<file path="src/verilog/overlay_pkg.sv">
/*
 * Constants and carrier types for the configuration overlay validator.
 * Assumes a single 40 MHz core clock and a synchronous active-low reset.
 */
package overlay_pkg;

	// ----------------------------------------------------------------
	// Overlay layout
	// ----------------------------------------------------------------
	localparam int unsigned OVL_WORDS = 256;
	localparam logic [7:0] WORD_REVISION = 8'h00;
	localparam logic [7:0] WORD_UDMA = 8'h02;
	localparam logic [7:0] WORD_LBA_FIRST = 8'h03;
	localparam logic [7:0] WORD_LBA_LAST = 8'h06;
	localparam logic [7:0] WORD_FEATURE = 8'h07;
	localparam logic [7:0] WORD_INTEGRITY = 8'hFF;
	localparam logic [15:0] REVISION_VALUE = 16'h0001;
	localparam logic [7:0] SIGNATURE_VALUE = 8'hA5;

	// ----------------------------------------------------------------
	// Field positions
	// ----------------------------------------------------------------
	localparam int unsigned UDMA_BITS = 3;
	localparam int unsigned FEAT_BITS = 9;
	localparam int unsigned FEAT_ADDR48 = 8;
	localparam int unsigned FEAT_PROT_AREA = 7;
	localparam int unsigned FEAT_SECURITY = 3;
	localparam int unsigned FEAT_SMART_LOG = 2;
	localparam int unsigned FEAT_SMART_TEST = 1;
	localparam int unsigned FEAT_SMART = 0;

	// ----------------------------------------------------------------
	// Values after reset, and the vendor byte left by each command
	// ----------------------------------------------------------------
	localparam logic [2:0] UDMA_RESET = 3'h7;
	localparam logic [8:0] FEAT_RESET = 9'h1FF;
	localparam logic [63:0] MAX_LBA_RESET = 64'h0000_0000_0FFF_FFFF;
	// Arbitrary vendor unique byte left in the sector count output
	localparam logic [7:0] VENDOR_RESULT = 8'h5A;

	// Current device state that the checks compare against
	typedef struct packed {
		logic freezeLock;
		logic protectedHostArea;
		logic securityEnabled;
		logic smartEnabled;
		logic udmaSelected;
		logic [2:0] udmaMode;
	} dev_state_s;

	// Result of one command as seen by the task-file outputs
	typedef struct packed {
		logic [7:0] failWordIndex;
		logic [15:0] failBitMask;
		logic [7:0] vendorResult;
	} fail_report_s;

endpackage

</file>
<file path="src/verilog/byte_sum_acc.sv">
/*
 * Running byte sum over a stream of 16-bit words.
 * Assumes add and clear are synchronous to the core clock.
 */
`timescale 1ns/1ps
`default_nettype none

module byte_sum_acc (
	input wire logic clock, // Core clock
	input wire logic rst_n, // Synchronous reset, active low
	input wire logic clear, // Restart the sum
	input wire logic add, // Add both bytes of word
	input wire logic [15:0] word, // Word to accumulate
	output logic [7:0] sum // Modulo 256 sum so far
);

	logic [7:0] sum_ff;

	// Both bytes go in at once, overflow is discarded by design
	always_ff @(posedge clock) begin
		if (!rst_n || clear) begin
			sum_ff <= 8'h00;
		end else if (add) begin
			sum_ff <= sum_ff + word[15:8] + word[7:0];
		end
	end

	assign sum = sum_ff;

endmodule // byte_sum_acc

`default_nettype wire

</file>
<file path="src/verilog/config_overlay_validator.sv">
/*
 * Device configuration overlay validator: receives the 256-word overlay,
 * checks integrity and modification limits, then commits or aborts.
 * Assumes the command decoder pulses cmdStart and then presents words
 * one per dataValid strobe, all on the core clock.
 */
`timescale 1ns/1ps
`default_nettype none

module config_overlay_validator
	import overlay_pkg::*;
(
	input wire logic clock, // 40 MHz core clock
	input wire logic rst_n, // Synchronous reset, active low
	input wire logic cmdStart, // Pulse: configuration set command begins
	input wire logic dataValid, // Pulse: dataWord holds next word
	input wire logic [15:0] dataWord, // Overlay word
	input wire dev_state_s devState, // Current device state
	input wire logic drive_select_bit, // Selected drive from host
	output logic cmdDone, // Pulse: command finished
	output logic cmdAbort, // Level: last command aborted
	output logic [7:0] fail_word_index, // Word that could not change
	output logic [7:0] fail_bit_mask_high, // Offending bits 15-8
	output logic [7:0] fail_bit_mask_low, // Offending bits 7-0
	output logic [7:0] vendor_result_byte, // Vendor unique result
	output logic [7:0] drive_select_reg, // Drive select status byte
	output logic [2:0] udmaSupport, // Configured DMA support bits
	output logic [8:0] featureSupport, // Configured feature bits
	output logic [63:0] identMaxLba // Maximum address for identify
);

	// ----------------------------------------------------------------
	// State and storage
	// ----------------------------------------------------------------
	typedef enum {IDLE, RECV, CHECK} ovl_state_e;

	ovl_state_e state_ff, nxt_state;
	logic [7:0] wordCnt_ff;
	logic [15:0] revWord_ff, udmaWord_ff, featWord_ff, integWord_ff;
	logic [63:0] lbaWord_ff;
	logic [2:0] udma_ff;
	logic [8:0] feat_ff;
	logic [63:0] maxLba_ff;
	logic done_ff, abort_ff;
	fail_report_s report_ff, nxt_report;
	logic [7:0] drvReg_ff;
	logic [7:0] byteSum;
	logic lastWord;
	logic failInteg, failUdma, failFeat, failLba, anyFail;
	logic [2:0] udmaBad;
	logic [8:0] featBad;

	assign lastWord = dataValid && (wordCnt_ff == WORD_INTEGRITY);

	// ----------------------------------------------------------------
	// Command sequencing
	// ----------------------------------------------------------------
	// Next-state: idle until start, then the full stream, then one check
	always_comb begin
		nxt_state = state_ff;
		case (state_ff)
			IDLE: begin
				if (cmdStart) begin
					nxt_state = RECV;
				end
			end
			RECV: begin
				if (lastWord) begin
					nxt_state = CHECK;
				end
			end
			CHECK: nxt_state = IDLE;
			default: nxt_state = IDLE;
		endcase
	end

	always_ff @(posedge clock) begin
		if (!rst_n) begin
			state_ff <= IDLE;
		end else begin
			state_ff <= nxt_state;
		end
	end

	// Word counter; cleared by start so a stray word cannot skew it
	always_ff @(posedge clock) begin
		if (!rst_n || cmdStart) begin
			wordCnt_ff <= 8'h00;
		end else if (state_ff == RECV && dataValid) begin
			wordCnt_ff <= wordCnt_ff + 8'h01;
		end
	end

	// ----------------------------------------------------------------
	// Capture of meaningful words
	// ----------------------------------------------------------------
	// reserved words feed only the checksum
	always_ff @(posedge clock) begin
		if (!rst_n) begin
			revWord_ff <= 16'h0000;
			udmaWord_ff <= 16'h0000;
			featWord_ff <= 16'h0000;
			integWord_ff <= 16'h0000;
			lbaWord_ff <= 64'h0000_0000_0000_0000;
		end else if (state_ff == RECV && dataValid) begin
			if (wordCnt_ff == WORD_REVISION) begin
				revWord_ff <= dataWord;
			end
			if (wordCnt_ff == WORD_UDMA) begin
				udmaWord_ff <= dataWord;
			end
			if (wordCnt_ff == WORD_FEATURE) begin
				featWord_ff <= dataWord;
			end
			if (wordCnt_ff == WORD_INTEGRITY) begin
				integWord_ff <= dataWord;
			end
			if (wordCnt_ff >= WORD_LBA_FIRST && wordCnt_ff <= WORD_LBA_LAST) begin
				lbaWord_ff <= {dataWord, lbaWord_ff[63:16]};
			end
		end
	end

	// every byte, checksum byte included, goes into one sum
	byte_sum_acc u_sum (
		.clock(clock),
		.rst_n(rst_n),
		.clear(cmdStart),
		.add(state_ff == RECV && dataValid),
		.word(dataWord),
		.sum(byteSum)
	);

	// ----------------------------------------------------------------
	// Checks, evaluated in the CHECK cycle
	// ----------------------------------------------------------------
	// revision word; signature; sum must be zero
	assign failInteg = (revWord_ff != REVISION_VALUE) ||
		(integWord_ff[7:0] != SIGNATURE_VALUE) || (byteSum != 8'h00);

	// support bits are a thermometer; forbid unsafe clears
	always_comb begin
		udmaBad = 3'h0;
		for (int i = 0; i < UDMA_BITS; i++) begin
			if (udma_ff[i] && !udmaWord_ff[i]) begin
				udmaBad[i] = (|(udmaWord_ff[UDMA_BITS-1:0] >> (i + 1))) ||
					(devState.udmaSelected && devState.udmaMode >= 3'(i));
			end
		end
	end
	assign failUdma = |udmaBad;

	// these flags may not clear while their feature is in use
	always_comb begin
		featBad = 9'h000;
		featBad[FEAT_PROT_AREA] = feat_ff[FEAT_PROT_AREA] &&
			!featWord_ff[FEAT_PROT_AREA] && devState.protectedHostArea;
		featBad[FEAT_SECURITY] = feat_ff[FEAT_SECURITY] &&
			!featWord_ff[FEAT_SECURITY] && devState.securityEnabled;
		// base monitoring needs sub-flags gone and not enabled
		featBad[FEAT_SMART] = feat_ff[FEAT_SMART] && !featWord_ff[FEAT_SMART] &&
			(featWord_ff[FEAT_SMART_LOG] || featWord_ff[FEAT_SMART_TEST] ||
			devState.smartEnabled);
	end
	assign failFeat = |featBad;

	// an established protected area pins the maximum address
	assign failLba = devState.protectedHostArea && (lbaWord_ff != maxLba_ff);

	assign anyFail = devState.freezeLock || failInteg || failUdma ||
		failFeat || failLba;

	// report the first failing check (dma, then feature, then address); zero otherwise
	always_comb begin
		nxt_report.failWordIndex = 8'h00;
		nxt_report.failBitMask = 16'h0000;
		// vendor byte left after every command
		nxt_report.vendorResult = VENDOR_RESULT;
		if (devState.freezeLock || failInteg) begin
			nxt_report.failWordIndex = 8'h00;
		end else if (failUdma) begin
			nxt_report.failWordIndex = WORD_UDMA;
			nxt_report.failBitMask = {13'h0000, udmaBad};
		end else if (failFeat) begin
			nxt_report.failWordIndex = WORD_FEATURE;
			nxt_report.failBitMask = {7'h00, featBad};
		end else if (failLba) begin
			nxt_report.failWordIndex = WORD_LBA_FIRST;
		end
	end

	// ----------------------------------------------------------------
	// Result registers
	// ----------------------------------------------------------------
	// Outcome is latched so software can read it after the done pulse
	always_ff @(posedge clock) begin
		if (!rst_n) begin
			done_ff <= 1'b0;
			abort_ff <= 1'b0;
			report_ff <= '0;
		end else begin
			done_ff <= (state_ff == CHECK);
			if (state_ff == CHECK) begin
				abort_ff <= anyFail;
				report_ff <= nxt_report;
			end
		end
	end

	// Drive select status follows the host's selection
	always_ff @(posedge clock) begin
		if (!rst_n) begin
			drvReg_ff <= 8'h00;
		end else begin
			drvReg_ff <= {3'h0, drive_select_bit, 4'h0};
		end
	end

	// ----------------------------------------------------------------
	// Configuration commit
	// ----------------------------------------------------------------
	// all or nothing, so a partial commit can never be seen
	always_ff @(posedge clock) begin
		if (!rst_n) begin
			udma_ff <= UDMA_RESET;
			feat_ff <= FEAT_RESET;
			maxLba_ff <= MAX_LBA_RESET;
		end else if (state_ff == CHECK && !anyFail) begin
			udma_ff <= udmaWord_ff[UDMA_BITS-1:0];
			feat_ff <= featWord_ff[FEAT_BITS-1:0];
			// identify data reads this register directly
			maxLba_ff <= lbaWord_ff;
		end
	end

	assign cmdDone = done_ff;
	assign cmdAbort = abort_ff;
	assign fail_word_index = report_ff.failWordIndex;
	assign fail_bit_mask_high = report_ff.failBitMask[15:8];
	assign fail_bit_mask_low = report_ff.failBitMask[7:0];
	assign vendor_result_byte = report_ff.vendorResult;
	assign drive_select_reg = drvReg_ff;
	assign udmaSupport = udma_ff;
	assign featureSupport = feat_ff;
	assign identMaxLba = maxLba_ff;
endmodule // config_overlay_validator

`default_nettype wire

</file>
<file path="config.mk">
export PLATFORM = sky130hd
export DESIGN_NAME = config_overlay_validator
export DESIGN_NICKNAME = d
export VERILOG_FILES = /design/src/verilog/overlay_pkg.sv /design/src/verilog/byte_sum_acc.sv /design/src/verilog/config_overlay_validator.sv
export SDC_FILE = /design/constraint.sdc
export NUM_CORES = 1
export LEC_CHECK = 0
export BUFFER_PORTS_ARGS = -buffer_cell sky130_fd_sc_hd__buf_4
export CAP_MARGIN = 20
export CORE_ASPECT_RATIO = 1.2
export CORE_MARGIN = 3
export CORE_UTILIZATION = 50
export CTS_BUF_LIST = sky130_fd_sc_hd__clkbuf_8
export DETAILED_ROUTE_END_ITERATION = 16
export PLACE_DENSITY_LB_ADDON = 0.05
export SYNTH_ARGS = -nofsm -noshare
export SYNTH_HDL_FRONTEND = slang
export SYNTH_SLANG_ARGS = --single-unit
</file>
<file path="constraint.sdc">
create_clock -name clock -period 4.8 [get_ports clock]
set_input_delay 0.96 -clock clock [delete_from_list [all_inputs] [get_ports clock]]
set_output_delay 0.96 -clock clock [all_outputs]
set_load 0.02 [all_outputs]
</file>
### After elaboration in Yosys (flattened, before gate mapping)

Index checks and enable logic that the tools add are counted.
W data, S select, Z words.

* register bits after elaboration: 259
* logic and storage cells: 97

* $lt $le $gt $ge: 5
* reductions and logical operators: 48
* $add $sub $neg: 3
* muxes and demuxes: 12
* eq/ne operators: 11

Operators with widths (count)
* $mux W32: 2
* $ne A64 B64 Y1: 1
* $pmux W32 S2: 1
* $eq A32 B1 Y1 const B: 1
* $eq A32 B2 Y1 const B: 1
* $eq A32 B3 Y1 const B: 1
* $logic_not A32 Y1: 1
* $mux W24: 1
* $mux W8: 3
* $logic_and A1 B1 Y1: 17
* $add A8 B8 Y8: 2
* $mux W16: 1
* $ne A16 B1 Y1 const B: 1
* $reduce_and A2 Y1: 6
* $logic_or A1 B1 Y1: 11
* $add A8 B1 Y8 const B: 1
* $eq A8 B2 Y1 const B: 1
* $eq A8 B3 Y1 const B: 1
* $eq A8 B8 Y1 const B: 1
* $ge A8 B2 Y1 const B: 1
* $le A8 B3 Y1 const B: 1
* $logic_not A1 Y1: 8
* $logic_not A8 Y1: 1
* $ne A8 B8 Y1 const B: 1
* 8 further kinds: 13

### Depth between registers and ports, before layout

Gate-level depths: netlist of run 1.

* depth in word-level cells: 10
* mapped depth: 13
* depth with buffers taken out: 13

### Cells and area by module

From an unflattened synthesis of run 1, not the netlist that was laid out.

* cell total of the unflattened synthesis: 1037
* area, all modules: 8906.0 µm²

By module, submodules not included
* config_overlay_validator: cells an instance 966, area each 8204.1 µm², instances 1, sequential area each 3963.8 µm²
* byte_sum_acc: cells an instance 71, area each 701.9 µm², instances 1, sequential area each 160.2 µm²

### Worst setup path before layout of run 1

Ideal clock, no wire load.

* kind: input-to-reg
* from: in dataWord[1]
* to: reg u_sum.sum_ff[7] (netlist: u_sum.sum[7])
* path slack: 1.512 ns
* arrival: 3.168 ns
* cell stages on the path: 11
* buffers on the path: 0
* library setup time: 0.121 ns
* cells stage by stage: fa_1 ha_1 inv_1 fa_1 nor2b_1 o21ai_0 a21oi_1 o21a_1 or3_1 a21oi_1 mux2_2

* word-level cells in the longest chain between the ends: 1

RTL lines
* from (decl): RTL line config_overlay_validator.sv:17 `input wire logic [15:0] dataWord,`
* $add A8 B8 Y8: RTL line byte_sum_acc.sv:24 `sum_ff <= sum_ff + word[15:8] + word[7:0];`
* to (signal assigned): RTL line byte_sum_acc.sv:24
* to (decl): RTL line byte_sum_acc.sv:17 `logic [7:0] sum_ff;`

Every way passes these cells.
A chain may end at the register's enable or synchronous reset.

### Worst setup path after layout of run 1

Ends and elaborated chain as after synthesis.

==> results of run 1 <==
## final cells by class
class                           instances  share of cell area [%]
Multi-Input combinational cell        756                   41.47
Sequential cell                       206                   39.95
Timing Repair Buffer                  126                   9.285
Clock buffer                           41                   5.467
Tap cell                              216                   2.618
Clock inverter                         18                  0.6545
Inverter                               15                  0.5576
## how the worst max path moves through the flow
stage / start / endpoint / slack (ps) / cells after the start
finish: dataWord[1] / u_sum.sum[7] / 1700 / 12
floorplan: dataWord[1] / u_sum.sum[7] / 1510 / 11
global route: dataWord[1] / u_sum.sum[7] / 1530 / 12
detailed placement: dataWord[1] / u_sum.sum[7] / 1200 / 12
global placement: dataWord[1] / u_sum.sum[7] / 1270 / 12
CTS: dataWord[1] / u_sum.sum[7] / 1730 / 12
## through the flow
stage | hold slack [ps] | total power, mW | utilization (%) | setup WS [ps] | std cells
after CTS | 454.1 | 3.381 | 60.32 | 1731 | 1378
after floorplan | 426.6 | 1.896 | - | 1512 | 1068
after global placement | 439.4 | 1.935 | 56.63 | 1270 | 1319
final | 455.2 | 3.340 | 60.32 | 1705 | 1378
after detailed placement | 446.3 | 1.939 | 56.63 | 1205 | 1319
after global routing | 477.5 | 3.466 | 60.32 | 1527 | 1378
## metal layers
layer	share of wire [%]	vias to the layer above	GRT usage [%]
li1	-	3608	-
met1	41	3335	28.34
met2	51	175	40.33
met3	4.5	53	4.213
met4	3.4	0	9.555
met5	0	-	0
## layout by cell type, fill, tap and decap left out, drive strengths merged
| cell | instances |
|---|---|
| nand2 | 267 |
| dfxtp | 206 |
| buf | 126 |
| a21oi | 104 |
| xnor2 | 69 |
| mux2i | 60 |
| nor2 | 47 |
| o21ai | 42 |
| clkbuf | 41 |
| nand3 | 39 |
| inv | 32 |
| conb | 27 |
| nand4 | 21 |
| nor4 | 9 |
| ha | 9 |
| fa | 8 |
| or3 | 7 |
| nor3 | 7 |
| nand2b | 5 |
| nor4b | 4 |
| xor2 | 4 |
| a211oi | 4 |
| nor2b | 3 |
| nor3b | 2 |
| and3b | 2 |
| or2 | 2 |
| and3 | 2 |
| and2 | 2 |
| nor4bb | 1 |
| nand4b | 1 |
| a21o | 1 |
| or4 | 1 |
| clkinv | 1 |
| a31o | 1 |
| a31oi | 1 |
| o31a | 1 |
| o22ai | 1 |
| o21a | 1 |
| mux2 | 1 |
## kinds of logic after synthesis
family,after synthesis,share of synthesized area (%)
compound gates,156,9.223
flops,206,46.48
simple gates,422,20.65
fa+ha+maj,17,3.074
mux,61,6.896
xor+xnor,73,7.206
other cells,1,0.04227
buf+inv,106,6.430
## worst max-delay path: stages
cell	delay, ps
buf_4	150
fa_1	500
ha_1	230
inv_1	70
fa_1	190
nor2b_1	50
o21ai_0	190
a21oi_1	120
o21a_1	180
or3_1	340
a21oi_1	170
mux2_2	340
## report_power, final
group / switching, mW / leakage, nW / total [mW] / internal (mW)
clock network: 0.670 / 0.391 / 1.44 / 0.768
logic: 0.119 / 1.74 / 0.176 / 0.0575
registers: 0.00642 / 1.66 / 1.73 / 1.72
==> flow_metrics.env, run 1 <==
export IMPL_syn_avg_cell_area_sq_um=8.515
export IMPL_grt_util_all_layers_pct=23.29
export IMPL_core_sq_um=17110
export IMPL_clock_root_buffer="clkbuf_8"
export IMPL_path_clk_slew_ps=50
export IMPL_drt_first_pass_iters=5
export IMPL_cp_arrival_ps=3490
export IMPL_r2r_cells=8
export IMPL_dieHeight_um=151.9
export IMPL_drv_slew=0
export IMPL_via_count=7171
export IMPL_synthDistinctLibCells=46
export IMPL_hp_class="flip-flop to flip-flop"
export IMPL_area_delta_synth_final_pct=16.34
export IMPL_post_cts_setup_buffers=0
export IMPL_grt_pass1_wl_um=36170
export IMPL_hp_start="revWord_ff[13]"
export IMPL_cp_start_kind="input port"
export IMPL_ios=147
export IMPL_netlist_area_sq_um=8872
export IMPL_ys_warn_count=0
export IMPL_worstHoldPathCells=2
export IMPL_stdcell_area_sq_um=10320
export IMPL_leakage_nw=3.791
export IMPL_wl_per_cell_um=16.77
export IMPL_synth_edf_count=0
export IMPL_fmax_mhz=323.1
export IMPL_netlist_area_leader_share_pct=46.48
export IMPL_cts_tree="yes"
export IMPL_synth_seq_cells=206
export IMPL_cp_required_ps=5200
export IMPL_drc=0
export IMPL_insertion_delay_ps=520
export IMPL_first_iter_violations=493
export IMPL_min_to="revWord_ff[13]"
export IMPL_antenna_found_initial=0
export IMPL_min_period_ps=3095
export IMPL_num_rows=52
export IMPL_clock_skew_ps=11.20
export IMPL_cts_inserted_buffers=35
export IMPL_worst_path_max_fanout=6
export IMPL_final_nets=1186
export IMPL_grt_overflow=0
export IMPL_clock_path_buffers=3
export IMPL_worst_slew_pin_slew_ps=971.7
export IMPL_setup_viol=0
export IMPL_yosys_top_cells_count="nand2_1, dfxtp_1, a21oi_1"
export IMPL_ant_nets=0
export IMPL_cts_resized=0
export IMPL_relSlewSlack_pct=35.22
export IMPL_grt_pass1_vias=6786
export IMPL_multi_input_comb_area_sq_um=4280
export IMPL_cts_htree_levels=2
export IMPL_cts_num_sinks=206
export IMPL_fillCellCount=1604
export IMPL_worstReg2RegStart="identMaxLba[5]"
export IMPL_finalCritPeriodShare_pct=64.48
export IMPL_layout_drive_gt1_share_pct=15.15
export IMPL_end_kind="flip-flop"
export IMPL_crit_type="input port to flip-flop"
export IMPL_synth_top_area_cell="dfxtp_1"
export IMPL_drt_wl_total_um=23110
export IMPL_hold_buffers=0
export IMPL_yosysSeqAreaShare_pct=46.48
export IMPL_syn_inst=1042
export IMPL_die_x_um=127.6
export IMPL_ys_flop_type="dfxtp_1"
export IMPL_portBuffers=119
export IMPL_place_congestion=0.8664
export IMPL_vias_per_cell=5.204
export IMPL_hold_violations=0
export IMPL_antenna_cells=0
export IMPL_max_cap_viol_count=0
export IMPL_dpl_hpwl_um=15900
export IMPL_status="finished, final reports clean"
export IMPL_final_seq_area_sq_um=4124
export IMPL_reg2reg_slack_ps=1880
export IMPL_grt_max_degree=104
export IMPL_fin_tns_setup_ps=0
export IMPL_rsz0062_at_grt="false"
export IMPL_peakVddDrop_mv=0.1820
export IMPL_start_util_pct=51.85
export IMPL_regToRegEndpoint="identMaxLba[17]"
export IMPL_netlist_top_cells_area="dfxtp_1, nand2_1, xnor2_1, mux2i_1, a21oi_1"
export IMPL_power_density_nw_per_um2=323.6
export IMPL_dpl_instance_area_sq_um=9691
export IMPL_synthArstFlopShare_pct=0
export IMPL_yosysMostFrequentCell="nand2_1"
export IMPL_design_die_area_sq_um=19390
Note: power is estimated with default switching activity, not from simulation.
==> run 2, diff against run 1 <==
--- a/config.mk
+++ b/config.mk
@@ -5,6 +5,7 @@
 export SDC_FILE = /design/constraint.sdc
 export NUM_CORES = 1
 export LEC_CHECK = 0
+export ABC_AREA = 1
 export BUFFER_PORTS_ARGS = -buffer_cell sky130_fd_sc_hd__buf_4
 export CAP_MARGIN = 20
 export CORE_ASPECT_RATIO = 1.2
==> constraint.sdc (replaced) <==
create_clock -name clock -period 2.8 [get_ports clock]
set_input_delay 0.56 -clock clock [delete_from_list [all_inputs] [get_ports clock]]
set_output_delay 0.56 -clock clock [all_outputs]
set_load 0.02 [all_outputs]
==> flow_metrics.env, run 2 <==
export IMPL_stdcell_area_sq_um=11320
export IMPL_clkPwrFrac_pct=44.5
export IMPL_dpl_instance_area_sq_um=10640
export IMPL_antenna_cells=0
export IMPL_synth_compound_area_share_pct=11.23
export IMPL_hp_class="input port to flip-flop"
export IMPL_cts_tree="yes"
export IMPL_cts_num_sinks=206
export IMPL_ant_nets=0
export IMPL_final_nets=1528
export IMPL_synthArstFlopShare_pct=0
export IMPL_cts_inserted_buffers=35
export IMPL_netlist_area_leader_share_pct=42.83
export IMPL_ys_warn_count=0
export IMPL_grt_pass1_wl_um=40250
export IMPL_synthXorXnorAreaFrac_pct=1.637
export IMPL_instances_no_fill=1755
export IMPL_drc=0
export IMPL_vias_per_cell=4.941
export IMPL_synth_top_area_cell="dfxtp_1"
export IMPL_setup_viol=0
export IMPL_drt_first_pass_iters=5
export IMPL_cts_resized=0
export IMPL_via_count=8672
export IMPL_rsz0062_at_grt="false"
export IMPL_die_x_um=132.7
export IMPL_dp_cells=1697
export IMPL_dpl_hpwl_um=17390
export IMPL_first_iter_violations=497
export IMPL_dieHeight_um=158.0
export IMPL_cp_arrival_ps=2760
export IMPL_synth_seq_cells=206
export IMPL_layout_common_cells="nand2_1, nor2_1, dfxtp_1"
export IMPL_ys_flop_type="dfxtp_1"
export IMPL_hold_buffers=0
export IMPL_peakVddDrop_mv=0.3760
export IMPL_portBuffers=119
export IMPL_syn_avg_cell_area_sq_um=7.028
export IMPL_crit_type="flip-flop to flip-flop"
export IMPL_setup_ws_ps=449.3
export IMPL_leakage_nw=5.532
export IMPL_layout_drive_gt1_share_pct=16.37
export IMPL_insertion_delay_ps=520
export IMPL_synth_top_family_by_area="simple AND/OR/NAND/NOR gates"
export IMPL_yosysMostFrequentCell="nand2_1"
export IMPL_sw_frac_of_total_pct=24.39
export IMPL_fmax_mhz=425.4
export IMPL_final_seq_area_sq_um=4124
export IMPL_combPwrFrac_pct=6.0
export IMPL_place_congestion=0.9262
export IMPL_ios=147
export IMPL_switching_power_mw=1.461
export IMPL_multi_input_comb_area_sq_um=4407
export IMPL_design_die_area_sq_um=20960
export IMPL_grt_util_all_layers_pct=23.69
export IMPL_yosys_top_cells_count="nand2_1, nor2_1, dfxtp_1"
export IMPL_hold_violations=0
export IMPL_totalPowerFinal_mw=5.993
export IMPL_clock_skew_ps=23.16
export IMPL_worst_slew_pin_slew_ps=688.9
export IMPL_synth_mux_area_fraction_pct=0
export IMPL_post_cts_setup_buffers=0
export IMPL_fillCellCount=1821
export IMPL_syn_inst=1370
export IMPL_layout_commonest_cell="nand2_1"
export IMPL_clock_root_buffer="clkbuf_8"
export IMPL_synth_edf_count=0
export IMPL_area_delta_synth_final_pct=17.61
export IMPL_seq_power_share_pct=49.5
export IMPL_num_rows=54
export IMPL_path_clk_slew_ps=70
export IMPL_end_kind="flip-flop"
export IMPL_synthDistinctLibCells=35
export IMPL_min_period_ps=2351
export IMPL_worst_path_max_fanout=2
export IMPL_netlist_top_cells_area="dfxtp_1, nand2_1, nor2_1, inv_1, a211oi_1"
export IMPL_cp_start_kind="flip-flop"
export IMPL_wl_per_cell_um=14.30
export IMPL_power_density_nw_per_um2=529.2
export IMPL_clock_path_buffers=3
export IMPL_finalCritPeriodShare_pct=83.96
export IMPL_cp_required_ps=3210
export IMPL_status="finished, final reports clean"
export IMPL_relSlewSlack_pct=54.07
export IMPL_place_ws_ps=54.59
export IMPL_p_int_mw=4.531
export IMPL_grt_pass1_vias=7874
export IMPL_antenna_found_initial=0
export IMPL_drv_slew=0
export IMPL_synth_fa_ha_area_share_pct=2.833
export IMPL_netlist_area_sq_um=9628
export IMPL_fin_tns_setup_ps=0
export IMPL_grt_max_degree=84
export IMPL_max_cap_viol_count=0
export IMPL_synth_simple_area_share_pct=28.95
export IMPL_grt_overflow=0
export IMPL_core_sq_um=18510
export IMPL_start_util_pct=52.01
export IMPL_cts_htree_levels=2
export IMPL_yosysSeqAreaShare_pct=42.83
export IMPL_drt_wl_total_um=25100
==> run 2: cell count changes in the layout (fill, tap and decap cells not counted), sizes merged, moves of 16 or more <==
cell    previous run  this run
nor2              47       218
inv               32       188
a211oi             4        60
mux2i             60         0
nand2            267       328
xnor2             69         4
nand4             21        45
buf              126       143
nor3               7        23
a21oi            104        65
==> run 2: through the flow <==
stage | utilization (%) | hold slack (ps)
2_1_floorplan | - | 423.8
4_1_cts | 61.17 | 201.1
3_5_place_dp | 57.45 | 443.7
6_report | 61.17 | 224.3
5_1_grt | 61.17 | 215.3
3_3_place_gp | 57.45 | 441.5
==> run 2: routing by layer <==
metal | up-vias | track usage [%] | share of wire [%]
met5 | - | 0 | 0
met4 | 0 | 7.178 | 1.9
met3 | 35 | 3.814 | 4.8
met2 | 223 | 41.72 | 49
met1 | 3886 | 30.07 | 44
li1 | 4528 | - | -
==> run 2: kinds of logic (layout without fill, tap and decap cells) <==
family	Yosys count	count (layout)
AOI/OAI and AO/OA	181	181
xor gates and xnor gates	18	18
adders and majority gates	17	17
buffers and inverters	275	382
DFF	206	206
other	1	27
and+or+nand+nor	672	672
==> run 2: cell type report <==
| class | instances | area share [%] |
|---|---|---|
| Inverter | 181 | 6.000 |
| Tap cell | 252 | 2.785 |
| Timing Repair Buffer | 143 | 9.812 |
| Clock buffer | 46 | 5.591 |
| Sequential cell | 206 | 36.42 |
| Clock inverter | 12 | 0.4751 |
| Multi-Input combinational cell | 915 | 38.92 |
==> run 2: worst paths after layout <==
path,startpoint,slack [ps],cells after the start,end
setup / recovery,u_sum.sum[0],450,13,u_sum.sum[7]
hold / removal,drive_select_bit,220,3,drive_select_reg[4]
setup reg to reg,u_sum.sum[0],450,13,u_sum.sum[7]
hold reg to reg,revWord_ff[5],450,2,revWord_ff[5]
==> run 2: worst max-delay path, stage by stage, from the launching register on <==
cell	delay, ps
dfxtp_1	340
inv_1	80
fa_1	370
inv_1	70
ha_1	150
inv_1	50
fa_1	390
o21ai_0	250
nand2_1	80
nand2_1	60
a21oi_1	70
xor2_1	140
o21ai_0	160
inv_1	50
==> run 2: power by group through the flow <==
| stage | combinational, mW | clock, mW | sequential, mW |
|---|---|---|---|
| finish | 0.359 | 2.67 | 2.97 |
| global route | 0.401 | 2.86 | 2.97 |
| CTS | 0.359 | 2.73 | 2.97 |
| detailed placement | 0.357 | 0 | 3.03 |
| global placement | 0.353 | 0 | 3.03 |
| floorplan | 0.258 | 0 | 3.03 |
